--- config.mk ---
export PLATFORM = sky130hd
export DESIGN_NAME = acm_core
export DESIGN_NICKNAME = d
export VERILOG_FILES = /design/src/core/acm_pkg.sv /design/src/core/acm_core.sv
export SDC_FILE = /design/constraint.sdc
export NUM_CORES = 1
export LEC_CHECK = 0
export ABC_AREA = 1
export BUFFER_PORTS_ARGS = -buffer_cell sky130_fd_sc_hd__buf_2
export CAP_MARGIN = 10
export CORE_ASPECT_RATIO = 2
export CORE_UTILIZATION = 60
export CTS_CLUSTER_DIAMETER = 30
export DETAILED_ROUTE_END_ITERATION = 16
export PLACE_DENSITY_LB_ADDON = 0.05
export SLEW_MARGIN = 25
export SYNTH_ARGS = -nofsm -noshare
export SYNTH_HDL_FRONTEND = slang
export SYNTH_SLANG_ARGS = --single-unit
--- constraint.sdc ---
create_clock -name pclk -period 8.4 [get_ports pclk]
set_clock_uncertainty 0.1 [all_clocks]
set_input_delay 0.42 -clock pclk [delete_from_list [all_inputs] [get_ports pclk]]
set_output_delay 0.42 -clock pclk [all_outputs]
set_load 0.005 [all_outputs]
--- src/core/acm_pkg.sv ---
// Constants, types and register map of the converter calibration block.
package acm_pkg;

  // Register indices; the byte address is four times the index.
  localparam logic [3:0] IDX_RESULT = 4'h0;
  localparam logic [3:0] IDX_STATUS = 4'h1;
  localparam logic [3:0] IDX_CONFIG = 4'h8;
  localparam logic [3:0] IDX_OFFSET = 4'h9;
  localparam logic [3:0] IDX_GAIN   = 4'ha;

  // Fields of the third configuration word, low bits first from mode.
  typedef struct packed {
    logic       scan;
    logic [1:0] state;
    logic       gain_en;
    logic       off_en;
    logic [1:0] mode;
  } acm_cfg_t;

  // Reset values.
  localparam logic [6:0]  CFG_RST    = 7'h00;
  localparam logic [23:0] OFFSET_RST = 24'h000000;
  localparam logic [23:0] GAIN_RST   = 24'h800000;

  // Converter-state codes.
  localparam logic [1:0] ST_SHUTDOWN = 2'h0;
  localparam logic [1:0] ST_STANDBY  = 2'h2;
  localparam logic [1:0] ST_CONVERT  = 2'h3;

  // Timing counts, in system clocks or decimation clock periods, and the scan length in conversions.
  localparam logic [1:0] DECIMATION_CLOCK_DIV     = 2'h3;
  localparam logic [8:0] STARTUP_DECIMATION_CLOCK = 9'h100;
  localparam logic [4:0] GCAL_DECIMATION_CLOCK    = 5'h17;
  localparam logic [2:0] SCAN_LEN      = 3'h4;
  localparam logic [7:0] CYCLE_GAP     = 8'h10;

  // Output full-scale codes.
  localparam logic [23:0] FS_POS = 24'h7fffff;
  localparam logic [23:0] FS_NEG = 24'h800000;

  typedef enum logic [2:0] {
    S_IDLE = 3'b001,
    S_CONV = 3'b010,
    S_GAP  = 3'b100
  } acm_state_t;

  // Saturates a wide signed value to 24 bits; the top bit flags overload.
  function automatic logic [24:0] sat24(input logic signed [48:0] v);
    logic signed [48:0] hi;
    logic signed [48:0] lo;
    hi = $signed({25'h0000000, FS_POS});
    lo = $signed({{25{1'b1}}, FS_NEG});
    if (v > hi)
      sat24 = {1'b1, FS_POS};
    else if (v < lo)
      sat24 = {1'b1, FS_NEG};
    else
      sat24 = {1'b0, v[23:0]};
  endfunction

endpackage

--- src/core/acm_core.sv ---
// What this block does
// - Add offset to each raw code when enabled.
// - Multiply code by gain when enabled.
// - Disabled correction is skipped, its register ignored.
// - Output is raw plus offset, times gain.
// - Overload judged only on the final product.
// - Offset register is 24-bit signed two's complement.
// - Offset LSB equals one output code LSB.
// - Offset adder adds no cycles.
// - Offset enable affects only the next result.
// - New offset value used from next result.
// - Gain code over 8388608 gives multiplier.
// - Gain multiply takes 23 decimation periods.
// - Gain latency never delays the next conversion.
// - Gain enable affects only the next result.
// - New gain value used from next result.
// - Two-bit mode, meaning differs single versus scan.
// - Mode 0x: one run, then shutdown, state 0x.
// - Mode 10: one run, then standby, state 10.
// - Mode 11: continuous, scan cycles spaced by gap.
// - In shutdown the start-up timer holds 256.
//
// Design decision made here: the APB slave port.
`timescale 1ns/1ps
module acm_core
  import acm_pkg::*;
(
  input  wire logic        pclk,
  input  wire logic        presetn,
  input  wire logic        psel,
  input  wire logic        penable,
  input  wire logic        pwrite,
  input  wire logic [7:0]  paddr,
  input  wire logic [31:0] pwdata,
  output logic      [31:0] prdata,
  output logic             pready,
  output logic             pslverr,
  input  wire logic        raw_valid,
  input  wire logic [23:0] raw_code,
  output logic             conv_start,
  output logic             data_ready,
  output logic             overload
);

  acm_cfg_t           cfg_q;
  acm_cfg_t           cfg_d;
  logic [23:0]        off_q;
  logic [23:0]        gain_q;
  logic [23:0]        result_q;
  logic               ovf_q;
  logic               drdy_q;
  logic               start_q;
  logic               pready_q;
  logic               pslverr_q;
  logic [31:0]        prdata_q;
  logic [1:0]         div_q;
  logic               tick_q;
  logic [8:0]         tmr_q;
  acm_state_t         st_q;
  acm_state_t         st_d;
  logic [2:0]         cnt_q;
  logic [2:0]         cnt_d;
  logic [7:0]         gap_q;
  logic [7:0]         gap_d;
  logic               start_d;
  logic               hw_wr;
  logic [1:0]         hw_val;
  logic signed [24:0] mcand_q;
  logic [23:0]        mplier_q;
  logic signed [48:0] acc_q;
  logic [4:0]         mcnt_q;
  logic               mbusy_q;
  // Bus decode.
  wire       setup_w  = psel & penable & ~pready_q;
  wire       access_w = psel & penable & pready_q;
  wire [3:0] idx_w    = paddr[5:2];
  wire       align_w  = (paddr[7:6] == 2'h0) && (paddr[1:0] == 2'h0);
  wire       hit_res  = align_w && (idx_w == IDX_RESULT);
  wire       hit_sts  = align_w && (idx_w == IDX_STATUS);
  wire       hit_cfg  = align_w && (idx_w == IDX_CONFIG);
  wire       hit_off  = align_w && (idx_w == IDX_OFFSET);
  wire       hit_gain = align_w && (idx_w == IDX_GAIN);
  wire       map_ok   = hit_res | hit_sts | hit_cfg | hit_off | hit_gain;
  wire       wr_w     = access_w & pwrite;
  wire [31:0] status_w = {15'h0000, tmr_q, 6'h00, mbusy_q, ovf_q};
  wire [31:0] rd_w =
    hit_res  ? {8'h00, result_q} :
    hit_sts  ? status_w :
    hit_cfg  ? {25'h0000000, cfg_q} :
    hit_off  ? {8'h00, off_q} :
    hit_gain ? {8'h00, gain_q} : 32'h00000000;
  // Correction datapath.
  wire signed [24:0] raw_w  = $signed({raw_code[23], raw_code});
  wire signed [24:0] offt_w = cfg_q.off_en ?
    $signed({off_q[23], off_q}) : 25'sh0000000;
  wire signed [24:0] sum_w  = raw_w + offt_w;
  wire signed [48:0] sumx_w = $signed({{24{sum_w[24]}}, sum_w});
  wire [24:0]        dsat_w = sat24(sumx_w);
  wire signed [48:0] mcx_w  = $signed({{24{mcand_q[24]}}, mcand_q});
  wire signed [48:0] part_w = mplier_q[mcnt_q] ?
    (mcx_w <<< mcnt_q) : 49'sh0;
  wire signed [48:0] accn_w = acc_q + part_w;
  wire [24:0]        msat_w = sat24(accn_w >>> 23);
  wire               mdone_w = mbusy_q && tick_q &&
    (mcnt_q == GCAL_DECIMATION_CLOCK - 5'h01);
  wire               direct_w = raw_valid && !cfg_q.gain_en;
  wire               start_ok = (cfg_q.state == ST_CONVERT) &&
    (tmr_q == 9'h000);
  // Bus slave: one wait state, then the answer with pready.
  always_ff @(posedge pclk or negedge presetn)
  begin
    if (!presetn)
    begin
      pready_q  <= 1'b0;
      pslverr_q <= 1'b0;
      prdata_q  <= 32'h00000000;
    end
    else
    begin
      pready_q  <= setup_w;
      pslverr_q <= setup_w & ~map_ok;
      prdata_q  <= (setup_w & ~pwrite) ? rd_w : 32'h00000000;
    end
  end

  // Hardware rewrite of the state field wins over a software write.
  always_comb
  begin
    cfg_d = cfg_q;
    if (wr_w && hit_cfg)
      cfg_d = acm_cfg_t'(pwdata[6:0]);
    if (hw_wr)
      cfg_d.state = hw_val;
  end
  always_ff @(posedge pclk or negedge presetn)
  begin
    if (!presetn)
    begin
      cfg_q  <= acm_cfg_t'(CFG_RST);
      off_q  <= OFFSET_RST;
      gain_q <= GAIN_RST;
    end
    else
    begin
      cfg_q <= cfg_d;
      if (wr_w && hit_off)
        off_q <= pwdata[23:0];
      if (wr_w && hit_gain)
        gain_q <= pwdata[23:0];
    end
  end
  // Decimation clock enable and start-up timer.
  always_ff @(posedge pclk or negedge presetn)
  begin
    if (!presetn)
    begin
      div_q  <= 2'h0;
      tick_q <= 1'b0;
      tmr_q  <= STARTUP_DECIMATION_CLOCK;
    end
    else
    begin
      div_q  <= (div_q == DECIMATION_CLOCK_DIV) ? 2'h0 : div_q + 2'h1;
      tick_q <= (div_q == DECIMATION_CLOCK_DIV);
      if (!cfg_q.state[1])
        tmr_q <= STARTUP_DECIMATION_CLOCK;
      else if (tick_q && tmr_q != 9'h000)
        tmr_q <= tmr_q - 9'h001;
    end
  end

  // Conversion sequencer; the multiplier never holds it back.
  always_comb
  begin
    st_d    = st_q;
    cnt_d   = cnt_q;
    gap_d   = gap_q;
    start_d = 1'b0;
    hw_wr   = 1'b0;
    hw_val  = cfg_q.state;
    case (st_q)
      S_IDLE:
      begin
        cnt_d = 3'h0;
        if (start_ok)
        begin
          start_d = 1'b1;
          st_d    = S_CONV;
        end
      end
      S_CONV:
      begin
        if (raw_valid)
        begin
          if (cfg_q.scan && cnt_q != SCAN_LEN - 3'h1)
          begin
            cnt_d   = cnt_q + 3'h1;
            start_d = 1'b1;
          end
          else
          begin
            cnt_d = 3'h0;
            if (cfg_q.mode == ST_CONVERT)
            begin
              if (cfg_q.state != ST_CONVERT)
                st_d = S_IDLE;
              else if (cfg_q.scan)
              begin
                gap_d = 8'h00;
                st_d  = S_GAP;
              end
              else
                start_d = 1'b1;
            end
            else
            begin
              hw_wr  = 1'b1;
              hw_val = cfg_q.mode[1] ? ST_STANDBY : ST_SHUTDOWN;
              st_d   = S_IDLE;
            end
          end
        end
      end
      S_GAP:
      begin
        if (cfg_q.state != ST_CONVERT)
          st_d = S_IDLE;
        else if (tick_q)
        begin
          gap_d = gap_q + 8'h01;
          if (gap_q == CYCLE_GAP - 8'h01)
          begin
            start_d = 1'b1;
            st_d    = S_CONV;
          end
        end
      end
      default:
        st_d = S_IDLE;
    endcase
  end

  always_ff @(posedge pclk or negedge presetn)
  begin
    if (!presetn)
    begin
      st_q    <= S_IDLE;
      cnt_q   <= 3'h0;
      gap_q   <= 8'h00;
      start_q <= 1'b0;
    end
    else
    begin
      st_q    <= st_d;
      cnt_q   <= cnt_d;
      gap_q   <= gap_d;
      start_q <= start_d;
    end
  end
  // Serial add-and-shift gain multiplier; settings captured per result.
  always_ff @(posedge pclk or negedge presetn)
  begin
    if (!presetn)
    begin
      mcand_q  <= 25'sh0000000;
      mplier_q <= 24'h000000;
      acc_q    <= 49'sh0;
      mcnt_q   <= 5'h00;
      mbusy_q  <= 1'b0;
    end
    else if (raw_valid && cfg_q.gain_en)
    begin
      mcand_q  <= sum_w;
      mplier_q <= gain_q;
      acc_q    <= gain_q[23] ? (sumx_w <<< 23) : 49'sh0;
      mcnt_q   <= 5'h00;
      mbusy_q  <= 1'b1;
    end
    else if (mbusy_q && tick_q)
    begin
      acc_q   <= accn_w;
      mcnt_q  <= mcnt_q + 5'h01;
      mbusy_q <= !mdone_w;
    end
  end

  // Result register changes only together with the data-ready pulse.
  always_ff @(posedge pclk or negedge presetn)
  begin
    if (!presetn)
    begin
      result_q <= 24'h000000;
      ovf_q    <= 1'b0;
      drdy_q   <= 1'b0;
    end
    else
    begin
      drdy_q <= mdone_w | direct_w;
      if (mdone_w)
      begin
        result_q <= msat_w[23:0];
        ovf_q    <= msat_w[24];
      end
      else if (direct_w)
      begin
        result_q <= dsat_w[23:0];
        ovf_q    <= dsat_w[24];
      end
    end
  end

  assign prdata     = prdata_q;
  assign pready     = pready_q;
  assign pslverr    = pslverr_q;
  assign conv_start = start_q;
  assign data_ready = drdy_q;
  assign overload   = ovf_q;
endmodule

Yosys cells after proc, flatten, opt, wreduce, memory -nomap -nowiden:

Index checks and enable logic that the tools add are counted.
Widths: inputs -> output; s select.

* logic and storage cells: 184
* flip-flop bits (word level): 238
* input port bits: 70
* output and inout bits: 37

* eq/ne operators: 30
* order comparisons: 5
* $add $sub $neg: 7
* reductions and logical operators: 32
* shift-type cells: 1
* bitwise logic cells: 14
* mux-type cells: 70

Operators by type and width (count)
* $mux 49: 4
* $mux 24: 8
* $mux 25: 5
* $mux 8: 7
* $add 49x49->49: 1
* $sshl 25x5->49: 1
* $mux 3: 11
* $gt 26x24->1 const B: 1
* $lt 26x24->1 const B: 1
* $add 24x25->25: 1
* $gt 25x24->1 const B: 1
* $lt 25x24->1 const B: 1
* $ne 2x2->1 const B: 12
* $mux 1: 18
* $mux 9: 2
* $logic_and 1x1->1: 16
* $pmux 8 s2: 1
* $mux 2: 7
* $eq 4x4->1 const B: 3
* $mux 5: 2
* $reduce_bool 2->1: 5
* $logic_not 9->1: 1
* $pmux 3 s3: 1
* $reduce_bool 9->1: 1
* other kinds (31): 48

Logic depth before layout (Yosys ltp):

* word-level depth: 9
* mapped depth: 35
* depth with buffers taken out: 32

Worst setup path before layout:

Ideal clock, no wire load.

* kind: reg2reg
* start point: register mcnt_q[0]
* end point: register result_q[5]
* cell stages (with the launch flop): 32
* required time: 8.181 ns
* data arrival time: 3.446 ns
* slack: 4.735 ns
* period minus slack after synthesis: 3.665 ns
* cells stage by stage: dfrtp_1 -> buf_6 -> buf_8 -> buf_4 -> buf_4 -> nand2_1 -> nand2_1 -> nand2_1 -> o21ai_0 -> nand2_1 -> o21ai_0 -> o21ai_0 -> nor2_1 -> o21ai_0 -> inv_1 -> ha_1 -> nand2_1 -> nor2_1 -> inv_2 -> nor2_2 -> nand2_1 -> nor2_1 -> nand2_1 -> nand4_1 -> nand2_2 -> nand2_2 -> nand3_4 -> buf_4 -> nand2_1 -> nand2_1 -> nand2_1 -> nand2_1

* word-level cells in the longest chain between the ends: 8
* elaborated cells between the ends (all ways): 13
* classes of those cells: add/sub: 1; order compare: 2; eq/ne: 1; shift: 1; mux: 6; reduce/logical: 2

RTL lines
* start: declaration: line acm_core.sv:71 `logic [4:0] mcnt_q;`
* start signal: assignment: line acm_core.sv:282 `mcnt_q <= mcnt_q + 5'h01;`
* $bmux 1 s5: line acm_core.sv:100 `wire signed [48:0] part_w = mplier_q[mcnt_q] ?`
* $mux 1 (not written as such): line acm_core.sv:100
* $mux 49: line acm_core.sv:100
* $add 49x49->49: line acm_core.sv:102 `wire signed [48:0] accn_w = acc_q + part_w;`
* $lt 26x24->1: line acm_pkg.sv:55 `else if (v < lo)`
* $mux 25: line acm_pkg.sv:55
* $mux 25: line acm_pkg.sv:53 `if (v > hi)`
* $mux 24: line acm_core.sv:299 `if (mdone_w)`
* end signal: assignment: line acm_core.sv:301 `result_q <= msat_w[23:0];`
* end signal: assignment: line acm_core.sv:306 `result_q <= dsat_w[23:0];`
* end: declaration: line acm_core.sv:49 `logic [23:0] result_q;`

Several ways; a longest one is shown, not always the timed one. The select of a mux whose other input is x is not followed.
A chain may end at the register's enable or synchronous reset.

Worst setup path in the final report:

* start point: register mcnt_q[1]
* end point: register result_q[14]

Same word-level chain as after synthesis.

==> impl_results.md <==
- Area inside the core boundary: 28850 um2
- Hold path depth: 3
- Total design power: 3.755 mW
- Maximum Capacitance Violations: 0
- Summed negative setup slack over all endpoints: 0 ns
- Final antenna-violating net count: 0
- Pre-Repair DR Iteration Count: 9
- Synth-to-Final Area Change: 10.37%
- Clock tree from TritonCTS: done
- DRC violations left: 0
- Number of nets in the final layout: roughly 2.9k
- Die outline height: 244.3 um
- Antenna Cells: 0
- Number of global-route vias before repair: around 18k
- Starting Density: 0.6103
- Cell area after synthesis: 17610 um2
- Share of flip-flops with an asynchronous set or reset after synthesis: 1.000
- Worst path arrival time: 6.15 ns
- Total of cells resized after clock tree synthesis: 0
- Synth cell count leaders: sky130_fd_sc_hd__nand2_1, sky130_fd_sc_hd__inv_1, sky130_fd_sc_hd__o21ai_0
- Half-perimeter wire length after detailed placement: 51.06 mm
- CTS root buf: sky130_fd_sc_hd__clkbuf_16
- Die Width: 123.1 um
- Launching element type of the critical path: flip-flop
- Most frequent cell after synthesis: sky130_fd_sc_hd__nand2_1
- Worst skew pair latency: 0.56 ns
- Largest area contributor in the netlist: sky130_fd_sc_hd__dfrtp_1
- Setup violators final: 0
- Instance count of the mapped netlist: 2653
- Final wirelength: 67.99 mm
- Reg-to-reg critical path startpoint: mcnt_q[1]$_DFFE_PN0P_
- Number of top-level pins: 107
- Share of cells above drive strength 1: 0.09204
- Post-synthesis sequential area ratio: 0.3385
- Register bit total from synthesis: 238
- Largest net degree at the start of global routing: about 130
- Setup slack, reg-to-reg: between 2 and 3 ns
- CP Launch Point: mcnt_q[1]$_DFFE_PN0P_
- Yosys top cell area share: 0.3340
- Via/cell ratio: 5.986
- Pre-CTS WS: around 3.3 ns
- Starting DRT DRC Count: 1542
- Highest clock rate: 173.7 MHz
- Max Transition Viols Final: 0
- Num CTS Buffers: 35
- Number of warning messages in the yosys log: 0
- First-pass GRT wire length: around 100 mm
- Share of the clock period used by the worst path after layout: 0.6852
- Total number of vias: 18.48k
- Leakage: 10.28 nW
- Count of cell types in the netlist: 58
- Endpoint kind of the worst setup timing path: flip-flop
- Hold endpoint: gain_q[23]$_DFFE_PN1P_
- Run status: finished, final reports clean
- Slew at the pin closest to its max-slew limit: 1.224 ns
- Area of the die: 30070 um2
- Maximum net fanout on the critical path: 34
- Register clock-pin slew on the reported worst setup and hold paths: around 0.06 ns
- Port-buffer cells: 90
- Routed wire per std cell: 22.02 um
- Worst-case vdd ir drop: 223.0 uV
- Final critical path time including I/O delays and setup: about 5.8 ns
- FF-to-FF End: result_q[14]$_DFFE_PN0P_
- Worst Setup Slack, final: between 2 and 3 ns
- Fill cell instance count of the final layout: 2598
- Power density relative to cell area: 193.2 nW/um2
- Post-CTS setup buffers: 0
- CTS sink count: 238
- Worst endpoint required time: 8.79 ns
- CP Class: reg -> reg
- Syn Area/Cell: 6.636 um2
- Longest Clk Path Bufs: 3
- Final hold violations: 0
- Initial antenna violation count: 0
- CTS H-tree depth: 2
- Flip-flop cell with the highest count after synthesis: sky130_fd_sc_hd__dfrtp_1
- Relative slew slack: 0.1815
- Number of cells on the worst reg-to-reg path: 20
- Cell Rows: 88
- Launch instance of the worst min-delay path: pwdata[23]
- GP Congestion: between 1 and 1.5
- Total congestion overflow: 0
- Top cells by area, synth: sky130_fd_sc_hd__dfrtp_1, sky130_fd_sc_hd__nand2_1, sky130_fd_sc_hd__o21ai_0
- Total routing usage reported by global routing: 0.4750
- Unrepaired setup endpoints after global routing: no
- Number of enable-type register cells in the synthesized netlist: 0
- Hold_buf cts: 1
- Hold Crit Class: in -> reg
==> layout make-up <==
| type | instances | area [um2] | share of cell area |
|---|---|---|---|
| clock inverter | 26 | 309.0 | 0.01590 |
| inverter | 358 | 1346 | 0.06929 |
| tap | 360 | 450.4 | 0.02318 |
| multi-input combinational | 1960 | 9864 | 0.5077 |
| clock buffer | 37 | 883.3 | 0.04546 |
| sequential | 238 | 5959 | 0.3067 |
| timing repair buffer | 108 | 618.1 | 0.03181 |
==> metrics by stage <==
step	std cells	instance area (um2)	utilization	hold WS [ns]
after floorplan	2660	17630	-	0.02441
after global placement	3022	18160	0.6294	0.3142
after detailed placement	3022	18160	0.6294	0.3193
after CTS	3086	19360	0.6711	0.01342
after global routing	3087	19430	0.6736	0.03917
final	3087	19430	0.6736	0.009460
==> flip-flops by register name (all words and copies together) (netlist names), 2 cells and up <==
| name | flops |
|---|---|
| prdata | 24 |
| mcnt_q | 5 |
| mplier_q | 24 |
| result_q | 24 |
| div_q | 2 |
| st_q | 3 |
| mcand_q | 25 |
| cfg_q | 7 |
| gain_q | 24 |
| tmr_q | 9 |
| off_q | 24 |
| gap_q | 8 |
| cnt_q | 3 |
| acc_q | 49 |
==> metal layers <==
layer / GRT usage / share of wire
met5: 0.001736 / 0
met4: 0.5365 / 0.14
met3: 0.1490 / 0.080
met2: 0.7586 / 0.47
met1: 0.4400 / 0.31
==> cells in the final DEF, fill, tap and decap left out, types with 13 or more instances in the layout <==
master | synthesis | routed
sky130_fd_sc_hd__nand4_1 | 13 | 13
sky130_fd_sc_hd__buf_2 | 12 | 89
sky130_fd_sc_hd__nand2_1 | 868 | 867
sky130_fd_sc_hd__o211ai_1 | 26 | 26
sky130_fd_sc_hd__dfrtp_1 | 235 | 235
sky130_fd_sc_hd__o21bai_1 | 20 | 20
sky130_fd_sc_hd__xor2_1 | 32 | 30
sky130_fd_sc_hd__ha_1 | 79 | 79
sky130_fd_sc_hd__inv_1 | 326 | 325
sky130_fd_sc_hd__clkbuf_16 | 0 | 35
sky130_fd_sc_hd__buf_4 | 13 | 16
sky130_fd_sc_hd__o21ai_0 | 251 | 251
sky130_fd_sc_hd__nor3_1 | 37 | 37
sky130_fd_sc_hd__a21oi_1 | 136 | 136
sky130_fd_sc_hd__nor2_1 | 216 | 215
sky130_fd_sc_hd__inv_2 | 31 | 31
sky130_fd_sc_hd__nand3_1 | 112 | 112
==> logic make-up after synthesis <==
kind of cell    after synthesis  share of synthesized area
flops                       238                     0.3385
simple gates               1292                     0.2990
fa+ha+maj                    81                    0.05842
mux                          11                   0.006254
buf+inv                     462                     0.1055
other cells                   1                  0.0002130
compound gates              520                     0.1674
xor+xnor                     48                    0.02473
==> power breakdown <==
group / internal (mW) / switching, mW
registers: 1.19 / 0.0335
logic: 0.266 / 0.748
clock network: 0.869 / 0.647
total: 2.33 / 1.43
==> worst max path at each step <==
stage	to	slack (ns)	cells past startpoint
finish	result_q[14]$_DFFE_PN0P_	2.64	20
global route	result_q[21]$_DFFE_PN0P_	2.38	23
CTS	result_q[21]$_DFFE_PN0P_	3.23	21
detailed placement	result_q[22]$_DFFE_PN0P_	3.26	21
global placement	result_q[21]$_DFFE_PN0P_	3.27	23
floorplan	result_q[5]$_DFFE_PN0P_	4.73	31
==> critical path, cell delays in order (launching register included) <==
cell                      delay, ns
sky130_fd_sc_hd__dfrtp_1       0.36
sky130_fd_sc_hd__buf_4         0.24
sky130_fd_sc_hd__inv_1         0.74
sky130_fd_sc_hd__nand3_1       0.20
sky130_fd_sc_hd__nand3_2       0.16
sky130_fd_sc_hd__nand3_4       0.22
sky130_fd_sc_hd__nand2_4       0.38
sky130_fd_sc_hd__nand2_1       0.10
sky130_fd_sc_hd__inv_1         0.37
sky130_fd_sc_hd__ha_1          0.39
sky130_fd_sc_hd__a21oi_1       0.30
sky130_fd_sc_hd__nor2_1        0.07
sky130_fd_sc_hd__nor2_1        0.21
sky130_fd_sc_hd__o21ai_0       0.22
sky130_fd_sc_hd__a21oi_1       0.16
sky130_fd_sc_hd__nand2_1       0.17
sky130_fd_sc_hd__xor2_1        0.82
sky130_fd_sc_hd__nand2_1       0.12
sky130_fd_sc_hd__nand2_1       0.11
sky130_fd_sc_hd__nand2_1       0.11
sky130_fd_sc_hd__nand2_1       0.10
No activity file was read; power rests on OpenSTA's default activity.
